`src/result_format_control_pkg.sv`:
```
// Constants for the converter result-format and interrupt-flag block
package result_format_control_pkg;

  // Bus widths
  localparam int DATA_W = 32;
  localparam int ADR_W  = 8;
  localparam int FLAG_W = 16;

  // Register indices; byte address is four times the index
  localparam logic [5:0] IDX_FORMAT   = 6'h07;
  localparam logic [5:0] IDX_IE_LOW   = 6'h08;
  localparam logic [5:0] IDX_IE_HIGH  = 6'h09;
  localparam logic [5:0] IDX_FLAGS    = 6'h0a;
  localparam logic [5:0] IDX_FLAGMASK = 6'h0c;
  localparam logic [5:0] IDX_ERRSTAT  = 6'h0d;

  // Field positions
  localparam int JUSTIFY_BIT = 7;
  localparam int RES_MSB     = 2;
  localparam int ABORT_BIT   = 7;
  localparam int OVR_BIT     = 6;
  localparam int CMDERR_BIT  = 0;

  // Resolution codes and the result widths they select
  localparam logic [2:0] RES_8BIT  = 3'h0;
  localparam logic [2:0] RES_10BIT = 3'h2;
  localparam logic [2:0] RES_12BIT = 3'h4;
  localparam logic [3:0] BITS_8    = 4'h8;
  localparam logic [3:0] BITS_10   = 4'ha;
  localparam logic [3:0] BITS_12   = 4'hc;
  localparam logic [3:0] BITS_NONE = 4'h0;

  // Reset values
  localparam logic       RST_JUSTIFY = 1'h0;
  localparam logic [2:0] RST_RES     = 3'h0;
  localparam logic [7:0] RST_IE_LOW  = 8'h00;
  localparam logic [7:0] RST_IE_HIGH = 8'h00;
  localparam logic [1:0] RST_MASK    = 2'h0;

  // Complete register state of the block
  typedef struct packed {
    logic              ack;
    logic [DATA_W-1:0] rdata;
    logic              justify;
    logic [2:0]        resolution;
    logic [3:0]        res_bits;
    logic [7:0]        ie_low;
    logic [7:0]        ie_high;
    logic              abort_done;
    logic              overrun;
    logic [1:0]        flag_mask;
    logic              cmd_error;
    logic              irq;
  } state_t;

endpackage

```
`src/adc_format_irq.sv`:
```
// Result-format, conversion interrupt enable and interrupt flag registers
`timescale 1ns/1ps

// Notes on behaviour
// Format writable only when disabled or overridden
// Results unsigned; bit 7 picks justification
// Resolution 000/010/100 gives 8/10/12 bits
// Reserved resolution at start: error, stop
// Format bits 6 to 3 read zero
// Low enable bits 7:1 gate flags 7:1
// Low enable bit 0 gates list end
// High enable byte gates flags 15:8
// Flags clear by writing one or soft reset
// Flags held clear while converter disabled
// Writing zero keeps, writing one never sets
// Abort done set unless low-power abort
// No abort done on strict last-command abort
// Overrun flag set on any flag overrun
// Double buffer: flag set again is overrun
// Single buffer: overrun at first store only
// Soft reset clears severe error, resumes operation
// Interrupt while any enabled flag is set
module adc_format_irq (
  input  wire logic                             CLOCK,
  input  wire logic                             RST,
  input  wire logic                             WB_CYC_I,
  input  wire logic                             WB_STB_I,
  input  wire logic                             WB_WE_I,
  input  wire logic [result_format_control_pkg::ADR_W-1:0]    WB_ADR_I,
  input  wire logic [3:0]                       WB_SEL_I,
  input  wire logic [result_format_control_pkg::DATA_W-1:0]   WB_DAT_I,
  output logic      [result_format_control_pkg::DATA_W-1:0]   WB_DAT_O,
  output logic                                  WB_ACK_O,
  input  wire logic                             CONV_ENABLE,
  input  wire logic                             ACCESS_OVERRIDE,
  input  wire logic                             SOFT_RESET,
  input  wire logic                             CONV_START,
  input  wire logic                             ABORT_DONE,
  input  wire logic                             ABORT_LOW_POWER,
  input  wire logic                             LAST_CMD_ACTIVE,
  input  wire logic                             STRICT_ABORT,
  input  wire logic                             BUFFER_MODE,
  input  wire logic                             FIRST_RESULT_STORE,
  input  wire logic [result_format_control_pkg::FLAG_W-1:0]   FLAG_SET,
  input  wire logic [result_format_control_pkg::FLAG_W-1:0]   FLAG_STATE,
  output logic                                  RESULT_JUSTIFY,
  output logic      [2:0]                       RESULT_RESOLUTION,
  output logic      [3:0]                       RESULT_BITS,
  output logic                                  COMMAND_ERROR_FLAG,
  output logic                                  IRQ
);
  import result_format_control_pkg::*;

  state_t s_q;
  state_t s_d;

  logic       req;
  logic       wr;
  logic [5:0] idx;
  logic       fmt_open;
  logic       abort_set;
  logic       ovr_dbl;
  logic       ovr_sgl;
  logic       ovr_set;
  logic       res_bad;
  logic       clr_abort;
  logic       clr_ovr;

  // Per-register write strobes, each qualified by the ack edge
  logic       wr_fmt;
  logic       wr_ie_low;
  logic       wr_ie_high;
  logic       wr_flags;
  logic       wr_mask;

  // Enable values as they will stand after this edge
  logic [7:0] ie_low_nx;
  logic [7:0] ie_high_nx;

  // Per-flag views and their reductions, built in the gating section below
  logic [FLAG_W-1:0] flag_en;
  logic [FLAG_W-1:0] flag_hit;
  logic [FLAG_W-1:0] flag_again;
  logic              any_hit;
  logic              any_again;
  logic              any_pending;

  ////////////////////////////////////////////////////////////////////////////
  // Bus decode

  // Write takes effect on the edge where the master sees ack
  // Only byte lane 0 carries register data; other lanes are acked and dropped
  assign req = WB_CYC_I & WB_STB_I;
  assign wr  = req & WB_WE_I & s_q.ack & WB_SEL_I[0];
  assign idx = WB_ADR_I[ADR_W-1:2];

  // One strobe per register keeps the next-state logic readable; unmapped
  // indices match none of them, so their writes vanish
  assign wr_fmt     = wr && (idx == IDX_FORMAT);
  assign wr_ie_low  = wr && (idx == IDX_IE_LOW);
  assign wr_ie_high = wr && (idx == IDX_IE_HIGH);
  assign wr_flags   = wr && (idx == IDX_FLAGS);
  assign wr_mask    = wr && (idx == IDX_FLAGMASK);

  // Enable registers have no lock; software may change them at any time,
  // and the interrupt line follows on the same edge
  assign ie_low_nx  = wr_ie_low ? WB_DAT_I[7:0] : s_q.ie_low;
  assign ie_high_nx = wr_ie_high ? WB_DAT_I[7:0] : s_q.ie_high;

  // Format fields are locked while converting unless overridden
  // A refused write is still acked, so software sees no bus error
  assign fmt_open = ~CONV_ENABLE | ACCESS_OVERRIDE;

  ////////////////////////////////////////////////////////////////////////////
  // Event qualification

  // Hardware aborts for low-power entry are silent; so is an abort that
  // arrives during the last command of a list in strict mode. Both
  // qualifiers are levels sampled on the same edge as the abort pulse.
  assign abort_set = ABORT_DONE & ~ABORT_LOW_POWER
                   & ~(LAST_CMD_ACTIVE & STRICT_ABORT);

  // Double buffer: any flag re-set while still pending
  assign ovr_dbl = BUFFER_MODE & any_again;
  // Single buffer: list-end flag ignored, checked at first store
  assign ovr_sgl = ~BUFFER_MODE & FIRST_RESULT_STORE & any_pending;
  // Either mode feeds the one overrun flag
  assign ovr_set = ovr_dbl | ovr_sgl;

  // Only the three documented codes are legal; every other code is a
  // severe error at the next conversion start. The check reads the stored
  // code, which is the one the converter would use.
  function automatic logic reserved_code(input logic [2:0] r);
    logic bad;
    bad = 1'b1;
    unique case (r)
      RES_8BIT:  bad = 1'b0;
      RES_10BIT: bad = 1'b0;
      RES_12BIT: bad = 1'b0;
      default:   bad = 1'b1;
    endcase
    return bad;
  endfunction

  assign res_bad = reserved_code(s_q.resolution);

  // Ones clear, zeros leave flags alone; a write never sets a flag
  assign clr_abort = wr_flags & WB_DAT_I[ABORT_BIT];
  assign clr_ovr   = wr_flags & WB_DAT_I[OVR_BIT];

  ////////////////////////////////////////////////////////////////////////////
  // Per-flag gating and overrun detection

  // Enable vector in flag order: high byte, low bits 7:1, list end in bit 0
  assign flag_en = {ie_high_nx, ie_low_nx};

  // A flag reaches the interrupt line only through its own enable bit; the
  // enable about to be stored is used, so IRQ follows an enable write that
  // lands on the same edge. A set request on a flag still pending is an
  // overrun candidate. The list-end flag counts here, which is why only the
  // double-buffer path uses this vector.
  for (genvar g = 0; g < FLAG_W; g++)
  begin : g_flag
    assign flag_hit[g]   = FLAG_STATE[g] & flag_en[g];
    assign flag_again[g] = FLAG_SET[g] & FLAG_STATE[g];
  end

  // Reductions; single-buffer overrun looks at conversion flags only
  assign any_hit     = |flag_hit;
  assign any_again   = |flag_again;
  assign any_pending = |FLAG_STATE[FLAG_W-1:1];

  ////////////////////////////////////////////////////////////////////////////
  // Read mux

  // Unmapped addresses read zero and still ack; the upper lanes always
  // read zero since every register is one byte wide
  function automatic logic [DATA_W-1:0] read_word(input state_t s, input logic [5:0] i);
    logic [DATA_W-1:0] v;
    v = '0;
    unique case (i)
      IDX_FORMAT:
      begin
        v[JUSTIFY_BIT]   = s.justify;
        v[RES_MSB:0]     = s.resolution;
      end
      IDX_IE_LOW:
      begin
        v[7:0] = s.ie_low;
      end
      IDX_IE_HIGH:
      begin
        v[7:0] = s.ie_high;
      end
      IDX_FLAGS:
      begin
        v[ABORT_BIT] = s.abort_done;
        v[OVR_BIT]   = s.overrun;
      end
      IDX_FLAGMASK:
      begin
        v[ABORT_BIT] = s.flag_mask[1];
        v[OVR_BIT]   = s.flag_mask[0];
      end
      IDX_ERRSTAT:
      begin
        v[CMDERR_BIT] = s.cmd_error;
      end
      default:      v = '0;
    endcase
    return v;
  endfunction

  // Result width decode; reserved codes give zero, so a consumer that
  // ignores the error flag still cannot pick a width of its own
  function automatic logic [3:0] width_of(input logic [2:0] r);
    logic [3:0] w;
    w = BITS_NONE;
    if (r == RES_8BIT)
    begin
      w = BITS_8;
    end
    else if (r == RES_10BIT)
    begin
      w = BITS_10;
    end
    else if (r == RES_12BIT)
    begin
      w = BITS_12;
    end
    return w;
  endfunction

  ////////////////////////////////////////////////////////////////////////////
  // Next state

  always_comb
  begin
    s_d = s_q;
    // Everything holds by default; each group below overrides only its own
    // fields, and a later group wins over an earlier one

    // Single-cycle ack, dropped the cycle after it is given; read data is
    // captured with it, and it holds after ack falls until the next access is acked
    s_d.ack = req & ~s_q.ack;
    if (req & ~s_q.ack)
    begin
      s_d.rdata = read_word(s_q, idx);
    end

    // Format register; reserved bits are never stored, so they read zero
    if (wr_fmt && fmt_open)
    begin
      s_d.justify    = WB_DAT_I[JUSTIFY_BIT];
      s_d.resolution = WB_DAT_I[RES_MSB:0];
    end
    // Width follows the stored code, so it never lags the format register
    s_d.res_bits = width_of(s_d.resolution);

    // Enable registers take the values prepared above; the same values feed
    // the interrupt gating, so the two cannot disagree
    s_d.ie_low  = ie_low_nx;
    s_d.ie_high = ie_high_nx;

    // Mask of the block's own flags, in the same bit places as the flags
    if (wr_mask)
    begin
      s_d.flag_mask = {WB_DAT_I[ABORT_BIT], WB_DAT_I[OVR_BIT]};
    end

    // Sticky abort-done flag: a set in the clearing cycle wins
    if (abort_set)
    begin
      s_d.abort_done = 1'b1;
    end
    else if (clr_abort || SOFT_RESET)
    begin
      s_d.abort_done = 1'b0;
    end

    // Sticky overrun flag, same priority as the abort-done flag
    if (ovr_set)
    begin
      s_d.overrun = 1'b1;
    end
    else if (clr_ovr || SOFT_RESET)
    begin
      s_d.overrun = 1'b0;
    end

    // Severe error stays until soft reset or converter disable; a fresh start can set it again,
    // and that set beats a soft reset in the same cycle
    if (CONV_START & res_bad)
    begin
      s_d.cmd_error = 1'b1;
    end
    else if (SOFT_RESET)
    begin
      s_d.cmd_error = 1'b0;
    end

    // Disabled converter forces every flag low; this beats any set
    if (!CONV_ENABLE)
    begin
      s_d.abort_done = 1'b0;
      s_d.overrun    = 1'b0;
      s_d.cmd_error  = 1'b0;
    end

    // Conversion flags through their enables, own flags through the mask;
    // built from next values so IRQ moves on the same edge as the flags
    s_d.irq = any_hit
            | (s_d.abort_done & s_d.flag_mask[1])
            | (s_d.overrun & s_d.flag_mask[0]);
  end

  ////////////////////////////////////////////////////////////////////////////
  // State register

  // Synchronous reset loads the idle values; the width output starts at
  // eight bits to match resolution code 000
  always_ff @(posedge CLOCK)
  begin
    if (RST)
    begin
      s_q            <= '0;
      s_q.justify    <= RST_JUSTIFY;
      s_q.resolution <= RST_RES;
      s_q.res_bits   <= BITS_8;
      s_q.ie_low     <= RST_IE_LOW;
      s_q.ie_high    <= RST_IE_HIGH;
      s_q.flag_mask  <= RST_MASK;
    end
    else
      s_q <= s_d;
  end

  ////////////////////////////////////////////////////////////////////////////
  // Outputs, all straight from the state register
  // No output is decoded combinationally, so none can glitch

  assign WB_ACK_O           = s_q.ack;
  assign WB_DAT_O           = s_q.rdata;
  assign RESULT_JUSTIFY     = s_q.justify;
  assign RESULT_RESOLUTION  = s_q.resolution;
  assign RESULT_BITS        = s_q.res_bits;
  assign COMMAND_ERROR_FLAG = s_q.cmd_error;
  assign IRQ                = s_q.irq;

endmodule

```
`config.mk`:
```
export PLATFORM = sky130hd
export DESIGN_NAME = adc_format_irq
export DESIGN_NICKNAME = d
export VERILOG_FILES = /design/src/result_format_control_pkg.sv /design/src/adc_format_irq.sv
export SDC_FILE = /design/constraint.sdc
export NUM_CORES = 1
export LEC_CHECK = 0
export ABC_AREA = 1
export BUFFER_PORTS_ARGS = -buffer_cell sky130_fd_sc_hd__buf_2
export CORE_MARGIN = 2
export CORE_UTILIZATION = 49
export DETAILED_ROUTE_END_ITERATION = 16
export PLACE_DENSITY = 0.84
export SLEW_MARGIN = 20
export SYNTH_ARGS = -nofsm -noshare
export SYNTH_HDL_FRONTEND = slang
export SYNTH_SLANG_ARGS = --single-unit
```
`constraint.sdc`:
```
create_clock -name CLOCK -period 4.5 [get_ports CLOCK]
set_clock_uncertainty 0.1 [all_clocks]
set_input_delay 0.225 -clock CLOCK [delete_from_list [all_inputs] [get_ports CLOCK]]
set_output_delay 0.225 -clock CLOCK [all_outputs]
set_load 0.01 [all_outputs]
```
**Word level (Yosys, flattened, before mapping)**

Index checks and enable logic that the tools add are counted.

- Register bits after elaboration: 39
- Input port bits: 91
- Output and inout port bits: 43
- Logic and storage cells: 117

- Equality and inequality tests: 10
- Multiplexer cells: 19
- Bitwise operators: 57
- Reduce and logical (&&, ||, !) cells: 18

Operators by type and width:

| cell | count |
|---|---|
| $and A1 B1 Y1 | 48 |
| $reduce_or A16 Y1 | 2 |
| $eq A6 B4 Y1 const B | 5 |
| $mux W8 | 2 |
| $reduce_or A15 Y1 | 1 |
| $pmux W1 S4 | 2 |
| $mux W1 | 7 |
| $eq A3 B2 Y1 const B | 2 |
| $eq A3 B3 Y1 const B | 2 |
| $eq A6 B3 Y1 const B | 1 |
| $logic_and A1 B1 Y1 | 6 |
| $logic_not A3 Y1 | 2 |
| $mux W2 | 3 |
| $pmux W2 S3 | 1 |
| $pmux W3 S2 | 1 |
| $reduce_or A3 Y1 | 2 |
| $not A1 Y1 | 5 |
| $pmux W1 S5 | 1 |
| $mux W4 | 1 |
| $or A1 B1 Y1 | 4 |
| $reduce_or A2 Y1 | 2 |
| $mux W3 | 1 |
| $logic_or A1 B1 Y1 | 2 |
| $reduce_bool A2 Y1 | 1 |

**Logic depth before layout (Yosys ltp)**

Gate-level depths: netlist (run 1).

- Word-level depth: 13
- Mapped depth: 12

**Worst setup path after synthesis (run 1)**

OpenSTA, ideal clock, no wires.

- Kind: flip-flop to flip-flop
- From: register s_q, in the netlist WB_ACK_O
- To: register s_q, in the netlist IRQ
- Setup time: 133 ps
- Arrival time: 1351 ps
- Required time: 4267 ps
- Setup slack: 2915 ps
- Stages on the path, launching flop included: 12
- Path buffers: 2
- Path through: dfxtp_1 > nand3_1 > nor2_2 > buf_6 > buf_8 > nand3_1 > nand3_1 > nand2_1 > nor2_1 > nand2_1 > nor2_1 > a21oi_1

- Longest elaborated chain between the ends: 11
- Elaborated cells between the ends (all ways): 39
- Classes of those cells: mux (8); bitwise (24); reduce/logical (7)

Ends and longest elaborated chain:

| element | RTL line | text |
|---|---|---|
| start: declaration | adc_format_irq.sv:54 | `state_t s_q;` |
| $and A1 B1 Y1 * (2 in series) | adc_format_irq.sv:94 | `assign wr = req & WB_WE_I & s_q.ack & WB_SEL_I[0];` |
| $logic_and A1 B1 Y1 | adc_format_irq.sv:102 | `assign wr_flags = wr && (idx == IDX_FLAGS);` |
| $and A1 B1 Y1 | adc_format_irq.sv:148 | `assign clr_abort = wr_flags & WB_DAT_I[ABORT_BIT];` |
| $logic_or A1 B1 Y1 | adc_format_irq.sv:276 | `else if (clr_abort \|\| SOFT_RESET)` |
| $mux W1 | adc_format_irq.sv:276 |  |
| $mux W1 | adc_format_irq.sv:272 | `if (abort_set)` |
| $mux W2 | adc_format_irq.sv:303 | `if (!CONV_ENABLE)` |
| $and A1 B1 Y1 | adc_format_irq.sv:313 | `\| (s_d.abort_done & s_d.flag_mask[1])` |
| $or A1 B1 Y1 | adc_format_irq.sv:313 |  |
| $or A1 B1 Y1 * | adc_format_irq.sv:314 | `\| (s_d.overrun & s_d.flag_mask[0]);` |

Mark *: on every way between the ends. The rest lies on a longest branch, timed or not.
A chain may end at the register's enable or synchronous reset.

**Worst setup path after layout (run 1)**

Ends and elaborated chain as after synthesis.

==> impl_results.md, run 1 <==
* Status: finished, final reports clean
* Grt peak-use layer: met2
* Post-CTS Resized at 0
* Synth top area share at 30.8%
* First-pass DRT Iterations at 4
* DP Area at 2700 sq um
* Root Driver: clkbuf_8
* Met2 GRT Util at 39.6%
* Finished layout cell area at 2800 sq um
* Clock latency on the worst-skew pair at 0.29 ns
* GRT Overall Usage at 22.8%
* Die span in x at 75.0 microns
* F_max at 413 MHz
* Final-report setup violation count at 0
* Final hold vios at 0
* Part of the power in registers at 50.4%
* Sw frac at 26.7%
* Worst hold path type: input port to flip-flop
* Worst EP arrival at 2.54 ns
* RSZ-0062 raised after global routing: no
* Final Non-Filler Cells at 507
* Met3 Use GR at 3.48%
* Reg2reg setup slack at 2.08 ns
* Antenna violations before repair at 0
* Final Max Slew Viols at 0
* Worst-Margin Slew at 1.06 ns
* Clock power share at 35.7%
* Worst Path Required at 4.62 ns
* CP Launch Type: flip-flop
* Initial DRC Count at 156
* Top post-synthesis cells by area: dfxtp_1 31%, nand2_1 15%, buf_4 12%, nor2_1 7.5%, nand3_1 7.3%
* Ant diodes at 0
* Row cnt at 25
* Syn Area/Cell at 6.60 sq um
* Biggest area consumer among synthesized cells: dfxtp_1
* Maximum root-to-sink buffer count at 2
* Most common cell after layout, fill and taps aside: nand2_1
* Total power at 0.000679 W
* Fin crit share at 53.9%
* Die Height at 75.0 microns
* Area Growth Syn to Fin at 13.2%
* Overflow after GRT at 0
* Total Routed Length at 6.08 mm
* Yosys warns at 0
* Hold Slack at 0.0955 ns
* Initial Util at 51.6%
* Worst vdd ir at 121 uV
* Hold_buf cts at 0
* GR Layer Usage met1 at 28.1%
* CTS H-tree depth at 2
* Clock period minus worst slack at 2.42 ns
* IO Port Bufs at 79
* Number of CTS-inserted buffers at 5
* Vias per inst at 4.87
* Post-Synthesis Cells at 374
* Crit-path max FO at 20
* Ports at 134
* Postcts setup bufs at 0
* Die Area at 5620 sq um
* P_leak at 1.50 nW
* P_int at 0.000497 W
* Largest net degree at the start of global routing at 31
* # clock sinks at 38
* Most frequent cells in the layout: 98 x nand2_1, 79 x buf_2, 49 x nor2_1
* Clock transition at the registers of the reported paths at 0.08 ns
* Unique masters post-synth at 31
* Layout cells sized above 1 at 25.2%
* NetSw at 0.000181 W
* Nets@finish at 530
* Pwr/cell area at 243 nW/um^2
* Sequential area share after synthesis at 30.8%
* Via count at 2470
* Synthesized cell area at 2470 sq um
* Post-route DRC violation count at 0
* Vias in the first global route at 2216
* Dpl hpwl at 4.86 mm
* Global-route wire length before repair at 9.65 mm
* Routability cong. at 0.886
* Maxcap violations at 0
* ANT nets after route at 0
* Rel. slew slack at 29.4%
* WS Path Type: flip-flop to flip-flop
* Fin Setup TNS at 0 ns
* TritonCTS clock tree: done
* #FFs+latches synth at 38
* Logic pwr share at 13.9%
* Placed Cells at 499
* Routed len/inst at 12.0 microns
* Core area at 4790 sq um
* Crit end category: flip-flop
cell usage after synthesis:
| cell type | instances |
|---|---|
| clkinv_1 | 1 |
| o21ai_1 | 3 |
| o22ai_1 | 1 |
| nor2_2 | 5 |
| dfxtp_1 | 38 |
| a31oi_1 | 3 |
| nand3b_1 | 2 |
| nand3b_4 | 1 |
| nand2_1 | 98 |
| inv_2 | 5 |
| clkbuf_1 | 4 |
| buf_6 | 1 |
| buf_4 | 39 |
| clkinv_4 | 1 |
| nand3_1 | 36 |
| nor2_4 | 4 |
| a21oi_1 | 7 |
| o21ai_0 | 10 |
| nor3_2 | 1 |
| nor2_1 | 49 |
| conb_1 | 1 |
| nand4_1 | 7 |
| nand2_4 | 2 |
| a211oi_1 | 2 |
| nor2_8 | 2 |
| a22oi_1 | 1 |
| o21ai_2 | 2 |
| inv_1 | 40 |
| nand3_2 | 2 |
| buf_8 | 1 |
| o221ai_1 | 5 |
stage by stage:
stage	setup WS, ns	utilization [%]
finish	2.08	58.4
global route	1.89	58.4
CTS	2.09	58.4
detailed placement	2.10	56.5
global placement	2.12	56.5
floorplan	2.92	-
power by group through the flow:
stage	registers (W)	logic, W	clock network, W
floorplan	0.000349	0.0000670	0
global placement	0.000350	0.0000916	0
detailed placement	0.000350	0.0000934	0
CTS	0.000342	0.0000937	0.000244
global route	0.000342	0.000106	0.000257
finish	0.000342	0.0000942	0.000243
area by class of cell:
type,instances,area [sq um]
fillers,459,1990
multi-input cells,268,1280
flip-flops and latches,38,761
repair buffers,79,395
inverters,47,181
clock buffers,7,86.3
well taps,67,83.8
clock inverters,1,5.00
cells by family after synthesis:
family / Yosys count / synth area share [%]
AND/OR/NAND/NOR: 209 / 39.7
buffers and inverters: 92 / 20.9
flip-flops: 38 / 30.8
AO/OA/AOI/OAI: 34 / 8.46
other: 1 / 0.152
final timing paths:
path               start            endpoint  depth (start not counted)
max             WB_ACK_O                 IRQ                         10
min           CONV_START  COMMAND_ERROR_FLAG                          3
max reg2reg     WB_ACK_O                 IRQ                         10
min reg2reg  WB_DAT_O[0]         WB_DAT_O[0]                          2
metal layers:
metal / routed length, microns / up-vias
met3: 433 / 8
li1: - / 1247
met5: 0 / -
met1: 2530 / 1120
met2: 3030 / 95
met4: 88 / 0
registers in the layout (all words and copies together) (netlist names):
name and cells:
IRQ 1, WB_DAT_O 8, RESULT_BITS 3, RESULT_JUSTIFY 1, RESULT_RESOLUTION 3, COMMAND_ERROR_FLAG 1
WB_ACK_O 1, s_q 20
worst max-delay path, cell delays in order, from the launching register on:
cell     delay [ns]
dfxtp_1        0.35
nand3_1        0.10
nor2_2         0.80
nand3_2        0.38
nand2_1        0.20
nand3_1        0.08
nand2_1        0.06
nor2_1         0.04
nand2_1        0.06
nor2_1         0.04
a21oi_1        0.14
(Power assumes the default switching activity.)
==> run 2, diff against run 1 <==
--- a/config.mk
+++ b/config.mk
@@ -8,9 +8,9 @@
 export ABC_AREA = 1
 export BUFFER_PORTS_ARGS = -buffer_cell sky130_fd_sc_hd__buf_2
 export CORE_MARGIN = 2
-export CORE_UTILIZATION = 49
+export CORE_UTILIZATION = 45
 export DETAILED_ROUTE_END_ITERATION = 16
-export PLACE_DENSITY = 0.84
+export PLACE_DENSITY = 0.78
 export SLEW_MARGIN = 20
 export SYNTH_ARGS = -nofsm -noshare
 export SYNTH_HDL_FRONTEND = slang
==> constraint.sdc (replaced) <==
create_clock -name CLOCK -period 2.4 [get_ports CLOCK]
set_clock_uncertainty 0.1 [all_clocks]
set_input_delay 0.12 -clock CLOCK [delete_from_list [all_inputs] [get_ports CLOCK]]
set_output_delay 0.12 -clock CLOCK [all_outputs]
set_load 0.01 [all_outputs]
==> impl_results.md, run 2 (synthesis results as in run 1) <==
* Routability cong. at 0.878 (-0.86%)
* Post-CTS Resized at 0 (unchanged)
* Crit path max-delay family: simple AND/OR/NAND/NOR gates
* Maximum root-to-sink buffer count at 2 (unchanged)
* Largest net degree at the start of global routing at 31 (unchanged)
* Dpl hpwl at 4.94 mm (+1.6%)
* Most frequent cells in the layout: 98 x nand2_1, 79 x buf_2, 49 x nor2_1
* Most common cell after layout, fill and taps aside: nand2_1
* NetSw at 0.000342 W (+88%)
* Fin Setup TNS at 0 ns (unchanged)
* Rel. slew slack at 62.7% (+33 points)
* Clock latency on the worst-skew pair at 0.29 ns (about the same)
* Clock power share at 39.3% (+3.6 points)
* Worst-Margin Slew at 0.560 ns (-0.497 ns)
* Worst hold path type: input port to flip-flop
* WS Path Type: flip-flop to flip-flop
* Routed len/inst at 12.0 microns (-0.23%)
* Most frequent CP cell: nand2_1
* Reg2reg setup slack at 0.65 ns (-1.43 ns)
* Overflow after GRT at 0 (unchanged)
* First-pass DRT Iterations at 4 (unchanged)
* Number of CTS-inserted buffers at 5 (unchanged)
* Max incr delay on CP at 0.34 ns (-0.46 ns)
* Buffers & Inverters on Critical Path at 1 (+1)
* Die Area at 6090 sq um (+8.4%)
* F_max at 571 MHz (+38%)
* Area Growth Syn to Fin at 15.1%
* Initial DRC Count at 141 (-9.6%)
* Core area at 5200 sq um (+8.8%)
* Slowest stage cell, crit path: dfxtp_1
* Worst vdd ir at 322 uV (+170%)
* Crit end category: flip-flop
* Worst Path Required at 2.53 ns (-2.09 ns)
* Final hold vios at 0 (unchanged)
* Total Routed Length at 6.14 mm (+0.95%)
* Layout cells sized above 1 at 25.7% (+0.51 points)
* Maxcap violations at 0 (unchanged)
* Pwr/cell area at 475 nW/um^2 (+96%)
* Clock transition at the registers of the reported paths at 0.08 ns (about the same)
* Sw frac at 25.3% (-1.4 points)
* Post-route DRC violation count at 0 (unchanged)
* Nets@finish at 533 (+0.57%)
* Via count at 2441 (-1.2%)
* Logic pwr share at 13.3% (-0.6 points)
* Vias in the first global route at 2274 (+2.6%)
* CP Launch Type: flip-flop
* Postcts setup bufs at 0 (unchanged)
* IO Port Bufs at 79 (unchanged)
* Largest register FFs at 20 (unchanged)
* Die span in x at 78.1 microns (+4.1%)
* Vias per inst at 4.76 (-2.3%)
* ANT nets after route at 0 (unchanged)
* Global-route wire length before repair at 9.93 mm (+2.9%)
* Fin crit share at 73.0% (+19 points)
* Initial Util at 47.4% (-4.2 points)
* Final-report setup violation count at 0 (unchanged)
* Status: finished, final reports clean
* Worst EP arrival at 1.88 ns (-0.66 ns)
* Row cnt at 26 (+4.0%)
* Root Driver: clkbuf_8
* # clock sinks at 38 (unchanged)
* Crit-path max FO at 20 (unchanged)
* Ports at 134 (unchanged)
* Part of the power in registers at 47.5% (-2.9 points)
* Antenna violations before repair at 0 (unchanged)
* Ant diodes at 0 (unchanged)
* P_int at 0.00101 W (+100%)
* Fin util at 54.6% (-3.8 points)
* RSZ-0062 raised after global routing: no
* Clock period minus worst slack at 1.75 ns (-0.672 ns)
* TritonCTS clock tree: done
* Crit path cell chain: nand3_1 -> nor2_2 -> buf_4 -> nand3_2 -> nand2_1 -> nand3_1 -> nand2_1 -> nor2_1 -> nand2_1 -> nor2_1 -> a21oi_1
* P_leak at 1.53 nW (+1.6%)
* Die Height at 78.1 microns (+4.1%)
* Register name with the most flops: s_q
* Final Max Slew Viols at 0 (unchanged)
* Hold_buf cts at 1 (+1)
* GRT Overall Usage at 20.7% (-2.1 points)
* CTS H-tree depth at 2 (unchanged)
[run 2: stage by stage]
stage / area, sq um / hold slack [ns] / cells / worst slack (ns) / total power (W)
floorplan: 2560 / 0.162 / 398 / 0.815 / 0.000781
global placement: 2720 / 0.295 / 504 / 0.686 / 0.000830
detailed placement: 2720 / 0.297 / 504 / 0.669 / 0.000832
CTS: 2840 / 0.00117 / 513 / 0.640 / 0.00136
global route: 2840 / 0.0357 / 513 / 0.487 / 0.00141
finish: 2840 / 0.00562 / 513 / 0.648 / 0.00135
[run 2: worst register-to-register path, stage by stage (launching register included)]
cell     delay [ns]
dfxtp_1        0.34
nand3_1        0.09
nor2_2         0.09
buf_4          0.28
nand3_2        0.24
nand2_1        0.14
nand3_1        0.10
nand2_1        0.07
nor2_1         0.04
nand2_1        0.05
nor2_1         0.04
a21oi_1        0.11
[run 2: metal layers]
layer  GRT usage [%]  vias to the layer above  share of wire, %
li1                -                     1260                 -
met1            25.6                     1067                42
met2            36.0                      102                47
met3            4.14                       12               8.5
met4            7.19                        0               2.1
met5               0                        -                 0
[run 2: area by class of cell]
type,count,area [sq um]
fillers,537,2360
multi-input cells,268,1280
flip-flops and latches,38,761
repair buffers,82,420
inverters,47,181
well taps,70,87.6
clock buffers,5,68.8
clock inverters,3,40.0
[run 2: power groups by stage]
stage | clock network (W) | registers, W | logic (W)
final | 0.000530 | 0.000641 | 0.000179
after CTS | 0.000540 | 0.000641 | 0.000178
after floorplan | 0 | 0.000655 | 0.000126
after detailed placement | 0 | 0.000656 | 0.000176
after global placement | 0 | 0.000656 | 0.000174
after global routing | 0.000566 | 0.000642 | 0.000198
[run 2: path summary, 6_finish.rpt]
path,cells past startpoint,end,startpoint
hold / removal,4,COMMAND_ERROR_FLAG,SOFT_RESET
hold reg to reg,2,WB_DAT_O[2],WB_DAT_O[2]
setup / recovery,11,IRQ,WB_ACK_O
setup reg to reg,11,IRQ,WB_ACK_O
==> run 3, diff against run 2 <==
==> constraint.sdc (replaced) <==
create_clock -name CLOCK -period 1.8 [get_ports CLOCK]
set_clock_uncertainty 0.1 [all_clocks]
set_input_delay 0.09 -clock CLOCK [delete_from_list [all_inputs] [get_ports CLOCK]]
set_output_delay 0.09 -clock CLOCK [all_outputs]
set_load 0.01 [all_outputs]
==> impl_results.md, run 3 (synthesis results as in run 1) <==
* Status: finished, final reports clean
* Initial Util at 47.4% (unchanged)
* Global-route wire length before repair at 10.5 mm (+5.3%)
* FF-to-FF Start: WB_ACK_O
* Worst EP arrival at 1.78 ns (-0.10 ns)
* Core area at 5200 sq um (unchanged)
* Sw frac at 25.4% (+0.11 points)
* Met2 GRT Util at 36.3% (+0.26 points)
* Pwr/cell area at 607 nW/um^2 (+28%)
* Antenna violations before repair at 0 (unchanged)
* Worst Path Required at 1.91 ns (-0.62 ns)
* Final-report setup violation count at 0 (unchanged)
* FF-to-FF End: RESULT_BITS[2]
* IO Port Bufs at 79 (unchanged)
* P_leak at 1.58 nW (+3.5%)
* Reg2reg setup slack at 0.13 ns (-0.52 ns)
* Clock period minus worst slack at 1.67 ns (-0.0835 ns)
* Most frequent cells in the layout: 97 x nand2_1, 79 x buf_2, 49 x nor2_1
* NetSw at 0.000461 W (+35%)
* Worst reg-to-reg path cell count at 8 (-3)
* Via count at 2538 (+4.0%)
* P_int at 0.00135 W (+34%)
* Worst vdd ir at 317 uV (-1.5%)
* Routed len/inst at 12.6 microns (+4.9%)
* Ports at 134 (unchanged)
* Logic pwr share at 13.8% (+0.5 points)
* Crit end category: flip-flop
* Fin Setup TNS at 0 ns (unchanged)
* GR Layer Usage met1 at 27.5% (+1.9 points)
* Nets@finish at 540 (+1.3%)
* CTS H-tree depth at 2 (unchanged)
* Largest register FFs at 20 (unchanged)
* Final hold vios at 0 (unchanged)
* Vias in the first global route at 2314 (+1.8%)
* F_max at 599 MHz (+5.0%)
* Die span in x at 78.1 microns (unchanged)
* Grt peak-use layer: met2
* Final setup margin at 0.132 ns (-0.517 ns)
* Register name with the most flops: s_q
* RSZ-0062 raised after global routing: no
* Area Growth Syn to Fin at 20.8%
* Root Driver: clkbuf_8
* GRT Overall Usage at 21.6% (+0.83 points)
* DP Worst Slack at 0.136 ns (-0.533 ns)
* Clock power share at 39.1% (-0.2 points)
* First-pass DRT Iterations at 5 (+1)
* # clock sinks at 38 (unchanged)
* Hold Crit Start: CONV_ENABLE
* Initial DRC Count at 171 (+21%)
* Number of CTS-inserted buffers at 5 (unchanged)
* CP Launch Type: flip-flop
* Fin crit share at 92.7% (+20 points)
* Post-route DRC violation count at 0 (unchanged)
* Part of the power in registers at 47.2% (-0.3 points)
* Clock transition at the registers of the reported paths at 0.07 ns (about the same)
* Crit-path max FO at 10 (-50%)
* Vias per inst at 4.88 (+2.6%)
* TritonCTS clock tree: done
* Routability cong. at 0.858 (-2.3%)
* Total Routed Length at 6.53 mm (+6.3%)
* Maximum root-to-sink buffer count at 2 (unchanged)
* Most common cell after layout, fill and taps aside: nand2_1
* Overflow after GRT at 0 (unchanged)
* Largest net degree at the start of global routing at 30 (-3.2%)
* Final Max Slew Viols at 0 (unchanged)
* Die Area at 6090 sq um (unchanged)
* DP Area at 2740 sq um (+0.74%)
* Layout cells sized above 1 at 27.3% (+1.6 points)
* Met3 Use GR at 4.48% (+0.34 points)
* Row cnt at 26 (unchanged)
* Ant diodes at 0 (unchanged)
* Finished layout cell area at 2980 sq um (+5.0%)
* Worst hold stages at 3 (-1)
* Hold path endpoint: s_q[4]
* Worst hold path type: input port to flip-flop
* Clock latency on the worst-skew pair at 0.29 ns (about the same)
* Dpl hpwl at 4.90 mm (-0.63%)
* Maxcap violations at 0 (unchanged)
* ANT nets after route at 0 (unchanged)
* WS Path Type: flip-flop to flip-flop
* Die Height at 78.1 microns (unchanged)
[run 3: cell types whose count changed in the layout (fill, tap and decap cells not counted), sizes merged]
| cell | change |
|---|---|
| dlygate4sd3 | +3 |
| buf | +2 |
| clkbuf | +2 |
[run 3: per-stage QoR]
| step | utilization, % | std cells | hold WS [ns] | power (W) |
|---|---|---|---|---|
| after floorplan | - | 398 | 0.132 | 0.00104 |
| after global placement | 52.7 | 505 | 0.264 | 0.00111 |
| after detailed placement | 52.7 | 505 | 0.267 | 0.00111 |
| after CTS | 55.6 | 517 | 0.00370 | 0.00182 |
| after global routing | 57.3 | 520 | 0.0288 | 0.00190 |
| final | 57.3 | 520 | 0.0177 | 0.00181 |
[run 3: area by class of cell]
type	instances	area, sq um
flip-flops and latches	38	762
well taps	70	87.6
fillers	502	2220
clock buffers	5	68.8
inverters	47	181
repair buffers	89	541
multi-input cells	268	1300
clock inverters	3	40.0
[run 3: how the worst max path moves through the flow]
stage | start | endpoint | slack, ns | depth (start not counted)
floorplan | WB_ACK_O | IRQ | 0.22 | 11
global placement | WB_ACK_O | IRQ | 0.18 | 12
detailed placement | WB_ACK_O | IRQ | 0.14 | 12
CTS | WB_ACK_O | IRQ | 0.13 | 12
global route | WB_ACK_O | IRQ | 0.02 | 12
finish | WB_ACK_O | RESULT_BITS[2] | 0.13 | 8
[run 3: worst max-delay path, stage by stage, from the launching register on]
cell,delay [ns]
dfxtp_2,0.34
nand3_2,0.09
nor2_4,0.18
buf_12,0.13
clkbuf_16,0.15
nand3b_4,0.10
o21ai_1,0.22
nand2_1,0.13
nor3_2,0.14
[run 3: metal layers]
metal	routed length, microns	up-vias
met5	0	-
met2	3200	120
li1	-	1275
met4	143	0
met1	2630	1128
met3	558	15
[run 3: power groups by stage]
stage               clock [W]  sequential, W  combinational, W
finish               0.000708       0.000855          0.000249
global route         0.000762       0.000856          0.000278
CTS                  0.000720       0.000854          0.000244
detailed placement          0       0.000874          0.000238
global placement            0       0.000874          0.000235
floorplan                   0       0.000873          0.000168
[run 3: timing repair]
action                     in CTS  in global routing
gates resized for setup         0                  6
buffers inserted                0                  1
setup endpoints to repair       0                  1
hold buffers                    4                  0
hold endpoints to repair        2                  0
